$ cat config.mk
export PLATFORM = sky130hd
export DESIGN_NAME = pps_port_sequencer
export DESIGN_NICKNAME = d
export VERILOG_FILES = /design/src/pkg/pps_pkg.sv /design/src/logic/pps_pwm.sv /design/src/logic/pps_port_sequencer.sv
export SDC_FILE = /design/constraint.sdc
export NUM_CORES = 1
export LEC_CHECK = 0
export ABC_AREA = 1
export BUFFER_PORTS_ARGS = -buffer_cell sky130_fd_sc_hd__buf_2
export CAP_MARGIN = 30
export CORE_UTILIZATION = 40
export CTS_BUF_LIST = sky130_fd_sc_hd__clkbuf_8
export DETAILED_ROUTE_END_ITERATION = 6
export PLACE_DENSITY_LB_ADDON = 0.2
export REMOVE_ABC_BUFFERS = 1
export SLEW_MARGIN = 40
export SYNTH_ARGS = -nofsm -noshare
export SYNTH_HDL_FRONTEND = slang
export SYNTH_HIERARCHICAL = 1
export SYNTH_SLANG_ARGS = --single-unit
$ cat constraint.sdc
create_clock -name CLK -period 2.3 [get_ports CLK]
set_clock_uncertainty 0.15 [all_clocks]
set_input_delay 0.69 -clock CLK [delete_from_list [all_inputs] [get_ports CLK]]
set_output_delay 0.69 -clock CLK [all_outputs]
set_load 0.1 [all_outputs]
$ cat src/pkg/pps_pkg.sv
// constants, enumerations and behaviour notes for the port power sequencer
// ==========================================================================
// Notes on behaviour
// [RL1] midspan strap: wait 3.2 s after each failed detection unless open circuit
// [RL2] classify right after good detection, applying about 18V, measuring current
// [RL3] decode class current bands into class 0..4 and store the class
// [RL4] class 4 handled like class 0 for allocation and overload threshold
// [RL5] enforce input: 100mA class 1, 175mA class 2, else 375mA threshold
// [RL6] during classification keep port low impedance, limit current to 60mA
// [RL7] after classification compare budget node with 1V; continue only below
// [RL8] source budget current by class: 72.3uA, 32.8uA class 2, 18.8uA class 1
// [RL9] allocation current set by pulse width modulation, averaged by capacitor
// [RL10] after adding allocation recheck node; power port only if still below 1V
// [RL11] recheck above 1V: withdraw current, abort, return to detection
// [RL12] powered: turn off when current above threshold longer than 62ms
// [RL13] one limit for inrush and short; shut off after limit active 62ms
// [RL14] full current limit above 30V port voltage, foldback limit below
// [RL15] outside midspan backoff, repeat detection every 580ms until valid device
// [RL16] after overload trip wait four seconds; timer clears if overload ends
// [RL17] shutdown low turns port off, halts all; after release wait 4 s
// [RL18] comparator inputs sampled synchronously; all delays from counters
// [RL19] hold class and allocation while powered; release both at turn off
// ==========================================================================
package pps_pkg;
  // ========================================================================
  // timing
  localparam longint CLK_HZ = 200000000;
  localparam longint MIDSPAN_MS = 3200;
  localparam longint DETECT_PERIOD_MS = 580;
  localparam longint RESTART_MS = 4000;
  localparam longint OVERLOAD_MS = 62;
  localparam longint MS_CYCLES = CLK_HZ / 1000;
  localparam int MIDSPAN_CYC = int'(MIDSPAN_MS * MS_CYCLES);
  localparam int DETECT_PERIOD_CYC = int'(DETECT_PERIOD_MS * MS_CYCLES);
  localparam int RESTART_CYC = int'(RESTART_MS * MS_CYCLES);
  localparam int OVERLOAD_CYC = int'(OVERLOAD_MS * MS_CYCLES);
  localparam int CNT_W = 32;
  // ========================================================================
  // class codes and overload threshold selects
  localparam logic [2:0] CLASS_0 = 3'h0;
  localparam logic [2:0] CLASS_1 = 3'h1;
  localparam logic [2:0] CLASS_2 = 3'h2;
  localparam logic [2:0] CLASS_3 = 3'h3;
  localparam logic [2:0] CLASS_4 = 3'h4;
  localparam logic [2:0] CLASS_RESET = 3'h0;
  // overload threshold select: 0 = 375mA, 1 = 100mA, 2 = 175mA
  localparam logic [1:0] THR_375MA = 2'h0;
  localparam logic [1:0] THR_100MA = 2'h1;
  localparam logic [1:0] THR_175MA = 2'h2;
  // pwm duty in 1/256 of full-scale 72.3uA
  localparam int PWM_W = 8;
  localparam logic [PWM_W-1:0] DUTY_FULL = 8'hff; // 72.3uA
  localparam logic [PWM_W-1:0] DUTY_C2 = 8'h73; // ~32.8uA
  localparam logic [PWM_W-1:0] DUTY_C1 = 8'h42; // ~18.8uA
  localparam int SETTLE_CYC = 1024; // budget node settling after alloc
  localparam int CLASSIFY_CYC = 2048; // classification measurement window
  // ========================================================================
  typedef enum logic [3:0] {
    ST_HOLD, ST_WAIT, ST_DETECT, ST_CLASSIFY, ST_BUDGET, ST_ALLOC,
    ST_RECHECK, ST_POWERED
  } pps_state_type;
endpackage

$ cat src/logic/pps_pwm.sv
// pulse width modulator for the budget node allocation current
`timescale 1ns/10ps
module pps_pwm
  import pps_pkg::*;
#(
  parameter int W = PWM_W
) (
  input wire logic clk,
  input wire logic nrst,
  input wire logic [W-1:0] duty,
  output logic pwm_out
);
  logic [W-1:0] phase_q;
  // free running phase counter
  always_ff @(posedge clk or negedge nrst) begin
    if (!nrst) begin
      phase_q <= '0;
    end else begin
      phase_q <= phase_q + 1'b1;
    end
  end
  // registered compare keeps the pin glitch free
  always_ff @(posedge clk or negedge nrst) begin
    if (!nrst) begin
      pwm_out <= 1'b0;
    end else begin
      pwm_out <= (duty == '1) ? 1'b1 : (phase_q < duty); // [RL9]
    end
  end
endmodule // pps_pwm

$ cat src/logic/pps_port_sequencer.sv
// port power sequencer top: detection timing, class, budget, power control
`timescale 1ns/10ps
module pps_port_sequencer
  import pps_pkg::*;
#(
  parameter int MIDSPAN_CYCLES = MIDSPAN_CYC,
  parameter int DETECT_PERIOD_CYCLES = DETECT_PERIOD_CYC,
  parameter int RESTART_CYCLES = RESTART_CYC,
  parameter int OVERLOAD_CYCLES = OVERLOAD_CYC,
  parameter int CLASSIFY_CYCLES = CLASSIFY_CYC,
  parameter int SETTLE_CYCLES = SETTLE_CYC
) (
  input wire logic CLK,
  input wire logic NRST,
  input wire logic SHUTDOWN_N,
  input wire logic MIDSPAN_MODE,
  input wire logic ENFORCE_CLASS_LIMIT,
  input wire logic DETECT_DONE,
  input wire logic DETECT_VALID,
  input wire logic DETECT_OPEN,
  input wire logic [2:0] CLASS_BAND,
  input wire logic BUDGET_ABOVE_1V,
  input wire logic OVER_THRESHOLD,
  input wire logic LIMIT_ACTIVE,
  input wire logic PORT_ABOVE_30V,
  output logic DETECT_START,
  output logic CLASSIFY_ENABLE,
  output logic CLASS_CURRENT_LIMIT_60MA,
  output logic [2:0] PORT_CLASS,
  output logic [1:0] OVERLOAD_CURRENT_THRESHOLD,
  output logic POWER_BUDGET_NODE_PWM,
  output logic PORT_POWER_ON,
  output logic FOLDBACK_ACTIVE,
  output logic OVERLOAD_TRIP
);
  // ========================================================================
  // input synchronisers: every pin passes two flops
  localparam int NSYNC = 12;
  logic [NSYNC-1:0] pin_raw;
  logic [NSYNC-1:0] sync1_q;
  logic [NSYNC-1:0] sync2_q;
  assign pin_raw = {SHUTDOWN_N, MIDSPAN_MODE, ENFORCE_CLASS_LIMIT,
                    DETECT_DONE, DETECT_VALID, DETECT_OPEN, CLASS_BAND,
                    BUDGET_ABOVE_1V, OVER_THRESHOLD, LIMIT_ACTIVE};
  // shutdown synchroniser resets to low so we start halted
  always_ff @(posedge CLK or negedge NRST) begin
    if (!NRST) begin
      sync1_q <= '0;
      sync2_q <= '0;
    end else begin
      sync1_q <= pin_raw; // [RL18]
      sync2_q <= sync1_q;
    end
  end
  logic v30_s1_q;
  logic v30_s2_q;
  always_ff @(posedge CLK or negedge NRST) begin
    if (!NRST) begin
      v30_s1_q <= 1'b0;
      v30_s2_q <= 1'b0;
    end else begin
      v30_s1_q <= PORT_ABOVE_30V;
      v30_s2_q <= v30_s1_q;
    end
  end
  logic sd_n;
  logic midspan;
  logic enforce;
  logic det_done;
  logic det_valid;
  logic det_open;
  logic [2:0] band;
  logic budget_high;
  logic over_thr;
  logic lim_act;
  assign sd_n = sync2_q[11];
  assign midspan = sync2_q[10];
  assign enforce = sync2_q[9];
  assign det_done = sync2_q[8];
  assign det_valid = sync2_q[7];
  assign det_open = sync2_q[6];
  assign band = sync2_q[5:3];
  assign budget_high = sync2_q[2];
  assign over_thr = sync2_q[1];
  assign lim_act = sync2_q[0];
  // ========================================================================
  // sequencer state and shared delay counter
  pps_state_type state_q;
  logic [CNT_W-1:0] cnt_q;
  logic [CNT_W-1:0] ovl_q;
  logic [CNT_W-1:0] lim_q;
  logic [2:0] class_q;
  logic [PWM_W-1:0] duty_q;
  logic ovl_exp;
  logic lim_exp;
  assign ovl_exp = (ovl_q >= CNT_W'(OVERLOAD_CYCLES));
  assign lim_exp = (lim_q >= CNT_W'(OVERLOAD_CYCLES));
  // main sequence; shutdown wins over every state
  always_ff @(posedge CLK or negedge NRST) begin
    if (!NRST) begin
      state_q <= ST_HOLD;
      cnt_q <= '0;
    end else if (!sd_n) begin
      state_q <= ST_HOLD; // [RL17]
      cnt_q <= '0;
    end else begin
      case (state_q)
        ST_HOLD: begin
          // released: restart delay before first detection
          state_q <= ST_WAIT; // [RL17]
          cnt_q <= CNT_W'(RESTART_CYCLES);
        end
        ST_WAIT: begin
          if (cnt_q <= CNT_W'(1)) begin
            state_q <= ST_DETECT;
            cnt_q <= '0;
          end else begin
            cnt_q <= cnt_q - CNT_W'(1); // [RL18]
          end
        end
        ST_DETECT: begin
          if (det_done) begin
            if (det_valid) begin
              state_q <= ST_CLASSIFY; // [RL2]
              cnt_q <= CNT_W'(CLASSIFY_CYCLES);
            end else if (midspan && !det_open) begin
              state_q <= ST_WAIT; // [RL1]
              cnt_q <= CNT_W'(MIDSPAN_CYCLES);
            end else begin
              state_q <= ST_WAIT; // [RL15]
              cnt_q <= CNT_W'(DETECT_PERIOD_CYCLES);
            end
          end
        end
        ST_CLASSIFY: begin
          if (cnt_q <= CNT_W'(1)) begin
            state_q <= ST_BUDGET;
            cnt_q <= '0;
          end else begin
            cnt_q <= cnt_q - CNT_W'(1);
          end
        end
        ST_BUDGET: begin
          if (budget_high) begin
            state_q <= ST_WAIT; // [RL7]
            cnt_q <= CNT_W'(DETECT_PERIOD_CYCLES);
          end else begin
            state_q <= ST_ALLOC;
            cnt_q <= CNT_W'(SETTLE_CYCLES);
          end
        end
        ST_ALLOC: begin
          // let the filter capacitor settle with our current added
          if (cnt_q <= CNT_W'(1)) begin
            state_q <= ST_RECHECK;
            cnt_q <= '0;
          end else begin
            cnt_q <= cnt_q - CNT_W'(1);
          end
        end
        ST_RECHECK: begin
          if (budget_high) begin
            state_q <= ST_WAIT; // [RL11] one-count wait re-pulses detect start
            cnt_q <= CNT_W'(1);
          end else begin
            state_q <= ST_POWERED; // [RL10]
          end
        end
        ST_POWERED: begin
          if (ovl_exp || lim_exp) begin
            state_q <= ST_WAIT; // [RL12] [RL13] [RL16]
            cnt_q <= CNT_W'(RESTART_CYCLES);
          end
        end
        default: begin
          state_q <= ST_HOLD;
          cnt_q <= '0;
        end
      endcase
    end
  end
  // ========================================================================
  // overload and current limit timers, cleared when condition ends
  always_ff @(posedge CLK or negedge NRST) begin
    if (!NRST) begin
      ovl_q <= '0;
    end else if (state_q != ST_POWERED || !over_thr || !sd_n) begin
      ovl_q <= '0; // [RL16]
    end else if (!ovl_exp) begin
      ovl_q <= ovl_q + CNT_W'(1); // [RL12]
    end
  end
  // one limit timer covers both inrush and short circuit
  always_ff @(posedge CLK or negedge NRST) begin
    if (!NRST) begin
      lim_q <= '0;
    end else if (state_q != ST_POWERED || !lim_act || !sd_n) begin
      lim_q <= '0;
    end else if (!lim_exp) begin
      lim_q <= lim_q + CNT_W'(1); // [RL13]
    end
  end
  // ========================================================================
  // class capture; class 4 is stored as class 4, bands above class 4 read as class 0
  always_ff @(posedge CLK or negedge NRST) begin
    if (!NRST) begin
      class_q <= CLASS_RESET;
    end else if (state_q == ST_CLASSIFY && cnt_q <= CNT_W'(1)) begin
      if (band > CLASS_4) begin
        class_q <= CLASS_0; // out of band reads as class 0
      end else begin
        class_q <= band; // [RL3]
      end
    end else if (state_q == ST_WAIT || state_q == ST_HOLD ||
                 state_q == ST_DETECT) begin
      class_q <= CLASS_RESET; // [RL19]
    end
  end
  // allocation duty only while allocating, rechecking or powered
  always_ff @(posedge CLK or negedge NRST) begin
    if (!NRST) begin
      duty_q <= '0;
    end else if (sd_n && state_q == ST_BUDGET && !budget_high) begin
      case (class_q)
        CLASS_1: duty_q <= DUTY_C1; // [RL8]
        CLASS_2: duty_q <= DUTY_C2;
        default: duty_q <= DUTY_FULL; // [RL4]
      endcase
    end else if (!sd_n || (state_q == ST_RECHECK && budget_high) ||
                 !(state_q == ST_ALLOC || state_q == ST_RECHECK ||
                   state_q == ST_POWERED)) begin
      duty_q <= '0; // [RL11] [RL19]
    end
  end
  pps_pwm #(
    .W(PWM_W)
  ) u_pwm (
    .clk(CLK),
    .nrst(NRST),
    .duty(duty_q),
    .pwm_out(POWER_BUDGET_NODE_PWM)
  );
  // ========================================================================
  // registered outputs
  always_ff @(posedge CLK or negedge NRST) begin
    if (!NRST) begin
      OVERLOAD_CURRENT_THRESHOLD <= THR_375MA;
    end else if (enforce && class_q == CLASS_1) begin
      OVERLOAD_CURRENT_THRESHOLD <= THR_100MA; // [RL5]
    end else if (enforce && class_q == CLASS_2) begin
      OVERLOAD_CURRENT_THRESHOLD <= THR_175MA;
    end else begin
      OVERLOAD_CURRENT_THRESHOLD <= THR_375MA; // [RL4]
    end
  end
  always_ff @(posedge CLK or negedge NRST) begin
    if (!NRST) begin
      PORT_POWER_ON <= 1'b0;
      CLASSIFY_ENABLE <= 1'b0;
      CLASS_CURRENT_LIMIT_60MA <= 1'b0;
      DETECT_START <= 1'b0;
      FOLDBACK_ACTIVE <= 1'b0;
      OVERLOAD_TRIP <= 1'b0;
      PORT_CLASS <= CLASS_RESET;
    end else begin
      // port drops the same edge the trip or shutdown is seen
      PORT_POWER_ON <= sd_n && state_q == ST_POWERED && !ovl_exp &&
                       !lim_exp;
      CLASSIFY_ENABLE <= sd_n && state_q == ST_CLASSIFY; // [RL2]
      CLASS_CURRENT_LIMIT_60MA <= sd_n && state_q == ST_CLASSIFY; // [RL6]
      DETECT_START <= sd_n && state_q == ST_WAIT && cnt_q <= CNT_W'(1);
      FOLDBACK_ACTIVE <= sd_n && state_q == ST_POWERED && !v30_s2_q; // [RL14]
      OVERLOAD_TRIP <= sd_n && state_q == ST_POWERED && (ovl_exp || lim_exp);
      PORT_CLASS <= class_q;
    end
  end
endmodule // pps_port_sequencer

## Yosys cells after proc, flatten, opt, wreduce, memory -nomap -nowiden

Index checks and enable logic that the tools add are counted.

- Reduce and logical (&&, ||, !) cells: 41
- Equality and inequality tests: 19
- $lt $le $gt $ge: 5
- Add/sub/neg operators: 4
- Muxes and demuxes: 32

Operators by type and width:

| cell | number |
|---|---|
| two-way mux 32 bit | 9 |
| one-hot mux 32 bit (6 select lines) | 1 |
| adder 32 x 1 -> 32 bit, second input constant | 2 |
| >= comparator 32 x 24 -> 1 bit, second input constant | 2 |
| two-way mux 30 bit | 2 |
| <= comparator 32 x 1 -> 1 bit, second input constant | 1 |
| one-hot mux 4 bit (8 select lines) | 1 |
| subtractor 32 x 1 -> 32 bit, second input constant | 1 |
| two-way mux 27 bit | 1 |
| two-way mux 4 bit | 6 |
| == test 4 x 3 -> 1 bit, second input constant | 4 |
| two-way mux 8 bit | 2 |
| one-hot mux 8 bit (2 select lines) | 1 |
| logical AND 1 bit | 15 |
| two-way mux 3 bit | 5 |
| inequality test 3 x 2 -> 1 bit, second input constant | 4 |
| logical OR 1 bit | 11 |
| logical NOT 1 bit | 9 |
| adder 8 x 1 -> 8 bit, second input constant | 1 |
| == test 4 x 2 -> 1 bit, second input constant | 2 |
| == test 8 bit, second input constant | 1 |
| less-than comparator 8 bit | 1 |
| two-way mux 2 bit | 3 |
| inequality test 3 bit, second input constant | 2 |
| 12 further kinds | 14 |

- Bits of input ports: 15
- Register bits after elaboration: 156
- Output and inout port bits: 12
- Word-level logic and storage cells: 120

## Logic depth before layout (Yosys ltp)

- Word-level depth: 7
- Depth in mapped cells: 14
- Depth with buffers taken out: 13

## Modules after synthesis

The synthesis kept the hierarchy.

Modules (own cells, without submodules):

| module | cells each | sequential area each (um^2) | area each (um^2) | times used |
|---|---|---|---|---|
| pps_port_sequencer | 941 | 3528.4 | 7236.9 | 1 |
| pps_pwm | 65 | 225.2 | 559.3 | 1 |

## Worst setup path after synthesis

No wires, ideal clock.

- Path type: reg2out
- Start: reg CLASS_CURRENT_LIMIT_60MA
- End: out CLASS_CURRENT_LIMIT_60MA
- Buffers on the path: 1
- Path slack: 0.136 ns
- Stages on the path, launching flop included: 2
- Data arrival time: 1.324 ns
- Required time: 1.460 ns
- Cell sequence: dfrtp_1 > buf_4

RTL lines:

| element | line | source |
|---|---|---|
| start: declaration | pps_port_sequencer.sv:28 | `output logic CLASS_CURRENT_LIMIT_60MA,` |
| start signal: assignment | pps_port_sequencer.sv:260 | `CLASS_CURRENT_LIMIT_60MA <= 1'b0;` |
| start signal: assignment | pps_port_sequencer.sv:270 | `CLASS_CURRENT_LIMIT_60MA <= sd_n && state_q == ST_CLASSIFY;` |

No word-level cell between the ends.

## Worst setup path after layout

- Start: reg cnt_q[0]
- End: reg cnt_q[25]

- Longest elaborated chain between the ends: 4
- Elaborated cells on any way between the ends: 5
- Classes of those cells: add/sub (1); order compare (1); mux (3)

RTL lines:

| element | line | source |
|---|---|---|
| start: declaration | pps_port_sequencer.sv:89 | `logic [CNT_W-1:0] cnt_q;` |
| start signal: assignment | pps_port_sequencer.sv:111 | `cnt_q <= CNT_W'(RESTART_CYCLES);` |
| start signal: assignment | pps_port_sequencer.sv:118 | `cnt_q <= cnt_q - CNT_W'(1);` |
| start signal: assignment | pps_port_sequencer.sv:125 | `cnt_q <= CNT_W'(CLASSIFY_CYCLES);` |
| subtractor 32 x 1 -> 32 bit or <= comparator 32 x 1 -> 1 bit (tied branches) | n/a |  |
| two-way mux 32 bit * | pps_port_sequencer.sv:114, pps_port_sequencer.sv:136, pps_port_sequencer.sv:154 |  |
| one-hot mux 32 bit (6 select lines) * | pps_port_sequencer.sv:107 | `case (state_q)` |
| two-way mux 32 bit * | pps_port_sequencer.sv:103 | `end else if (!sd_n) begin` |

Mark *: on every way between the ends. The rest lies on a longest branch, timed or not.
A chain may end at the register's enable or synchronous reset.

==> flow_summary.toml <==
[outcome]
status = "finished, final reports clean"

[clocking]
clk_pin_slew_ps = 90
clock_latency_ps = 460
cts.path.max_buffers = 2
htreeDepth = 4
cts_tree = "yes"
cts.sinks = 150
clockRootBuffer = "clkbuf_8"
cts_buffers = 17

[final_layout]
area_delta_synth_final_pct = 13.0
fillers = 1943
antenna_cells = 0
drive_gt1_share_pct = 11.5
nets = 1084

[routing]
first_iter_violations = 302
drt-vias-per-instance = 4.77
drtAntennaViolNets = 0
drc = 0
wl_per_cell_um = 12.7
firstDrtPassIters = 5
vias = 6333
dr.max_layer_used = "met4"
route.met2.wl_um = 7500
wl_met3_um = 470
m1WireLength_um = 8610
drt_wl_total_um = 16900

[placed_design]
dpl.hpwl_um = 12500
port_buffers = 26
globalplace.congestion = 0.916

[logic_synthesis]
synthArstFlopShare_pct = 100
synth_edf_count = 0
syn_inst = 1006
yosysSeqAreaShare_pct = 48.1
synth_top_area_share_pct = 48.1
synth_cell_types = 39
yosys-top-cells-area = "dfrtp_1 48%, nand2_1 12%, nor2_1 8.3%, inv_1 5.4%, xor2_1 3.4%"
synth-seq-cells = 150
yosysWarnings = 6
avgSynthCellArea_um2 = 7.75
synth_area_um2 = 7800
yosysMostFrequentCell = "nand2_1"
synth_commonest_cells = "252 x nand2_1, 172 x nor2_1, 150 x dfrtp_1, 112 x inv_1, 42 x nand3_1"
synth_top_area_cell = "dfrtp_1"
ys.flop_type = "dfrtp_1"

[grt]
grt_first_pass_wirelength_um = 29100
grt_max_degree = 45
grt-ovfl-total = 0
antenna_found_initial = 0
grt.total_usage_pct = 18.3
grt_pass1_vias = 6020

[worst_setup_path]
r2r_end = "cnt_q[25]"
r2r_slack_ps = 210
critical_path_class = "flip-flop to flip-flop"
start_kind = "flip-flop"
end_kind = "flip-flop"
r2r_start = "cnt_q[0]"
rr_worst_depth = 14
worstPathMaxFanout = 24
cp.required_ps = 2490
cp.arrival_ps = 2280

[sta]
tightest_slew_ps = 487
rsz0062_at_grt = "no"
slew_headroom_pct = 67.8
slew_violations = 0
hold_violations = 0
finalCritPeriodShare_pct = 90.7
setup_viol = 0
fmax_mhz = 480
period_needed_ps = 2090
setup_tns_ps = 0

[power_and_ir_drop]
powerDensity_nw_per_um2 = 930
power.leakage_nw = 4.17
finalPower_mw = 8.19
vdd.ir_drop.worst_uv = 394

[die]
start_util_pct = 41.3
io_pins = 27
core_um2 = 18900
dieArea_um2 = 20100
die_w_um = 142
num_rows = 50
die_h_um = 142

[job]
max-cap-violations = 0

[min_path]
min_path_type = "input pin to asynchronous set/reset pin"
timing repair:
action | 4_1_cts | 5_1_grt
buffers inserted | 0 | 0
resized for setup | 0 | 1
hold buffers | 0 | 0
endpoints found under the setup margin | 0 | 10
power by group:
group / leakage (nW) / switching (mW) / internal (mW)
Clock: 0.226 / 1.05 / 1.19
Sequential: 1.99 / 0.314 / 2.90
Combinational: 1.95 / 1.80 / 0.940
per-layer routing:
layer  vias to the layer above  GRT usage (%)
met1                      2939           25.4
met4                         0           7.02
met2                        90           28.5
met5                         -              0
li1                       3275              -
met3                        29           3.37
stage by stage:
step / util [%] / setup slack, ps / instance area (um2) / hold WS (ps) / std cells
2_1_floorplan: - / -18.7 / 7670 / 181 / 987
5_1_grt: 46.6 / 21.3 / 8810 / 26.8 / 1328
3_3_place_gp: 44.2 / 233 / 8360 / 183 / 1296
3_5_place_dp: 44.2 / 210 / 8360 / 186 / 1296
4_1_cts: 46.6 / 172 / 8800 / 7.87 / 1328
6_report: 46.6 / 215 / 8810 / 13.0 / 1328
sequential cells by signal, summed over array words and instances (netlist names), 8 cells and up:
register       cells
cnt_q             32
ovl_q             32
sync1_q           12
u_pwm/phase_q      8
lim_q             32
sync2_q           12
kinds of logic (layout without fill, tap and decap cells):
logic type / Yosys count / count (layout) / synth area share, %
XOR/XNOR: 39 / 39 / 4.38
AO/OA/AOI/OAI: 111 / 111 / 7.90
adder cells (fa/ha/maj): 14 / 14 / 2.25
flip-flops: 150 / 150 / 48.1
buffers and inverters: 146 / 208 / 7.67
AND/OR/NAND/NOR: 546 / 546 / 29.7
layout make-up:
type	instances	area [um2]	share of cell area, %
Clock buffer	17	234	2.66
Clock inverter	15	204	2.32
Inverter	127	477	5.41
Multi-Input combinational cell	710	3450	39.2
Sequential cell	150	3750	42.6
Tap cell	260	325	3.69
Timing Repair Buffer	49	359	4.08
worst max-delay path: stages, from the launching register on:
cell	delay [ps]
dfrtp_1	400
inv_1	130
ha_1	190
nand2_1	110
inv_2	90
nand2_2	100
nand2_1	130
nand2_2	110
nand3_2	100
buf_12	170
inv_1	80
nand2_1	70
nand2_1	50
nand2_1	50
nand2_1	50
cell usage in the layout, fill, tap and decap left out, types with 3 or more instances in the layout:
| cell type | Yosys | layout |
|---|---|---|
| clkbuf_8 | 0 | 17 |
| xor2_1 | 30 | 30 |
| o31ai_1 | 7 | 7 |
| o21ai_1 | 36 | 36 |
| buf_2 | 10 | 25 |
| inv_1 | 112 | 112 |
| dfrtp_1 | 150 | 150 |
| nor2_1 | 172 | 172 |
| nand2_2 | 9 | 9 |
| bufinv_16 | 0 | 4 |
| buf_4 | 4 | 19 |
| nand4_1 | 22 | 22 |
| clkinv_4 | 0 | 5 |
| clkinv_2 | 0 | 4 |
| nor2_2 | 10 | 10 |
| buf_12 | 0 | 4 |
| o21bai_1 | 7 | 7 |
| a31oi_1 | 3 | 3 |
| nor4_1 | 3 | 3 |
| ha_1 | 14 | 14 |
| inv_2 | 14 | 14 |
| nand2_1 | 252 | 252 |
| o21ai_0 | 33 | 33 |
| a21oi_1 | 20 | 20 |
| nand3_1 | 42 | 42 |
| nor3_1 | 21 | 21 |
| xnor2_1 | 9 | 9 |
worst max path at each step:
stage / start / end / slack (ps) / depth (start not counted)
6_report: cnt_q[0] / cnt_q[25] / 210 / 14
5_1_grt: cnt_q[0] / cnt_q[0] / 20 / 12
4_1_cts: OVERLOAD_TRIP / OVERLOAD_TRIP / 170 / 1
3_5_place_dp: lim_q[7] / cnt_q[10] / 210 / 10
3_3_place_gp: cnt_q[10] / cnt_q[25] / 230 / 13
2_1_floorplan: CLASS_CURRENT_LIMIT_60MA / CLASSIFY_ENABLE / -20 / 0
(Power assumes the default switching activity.)
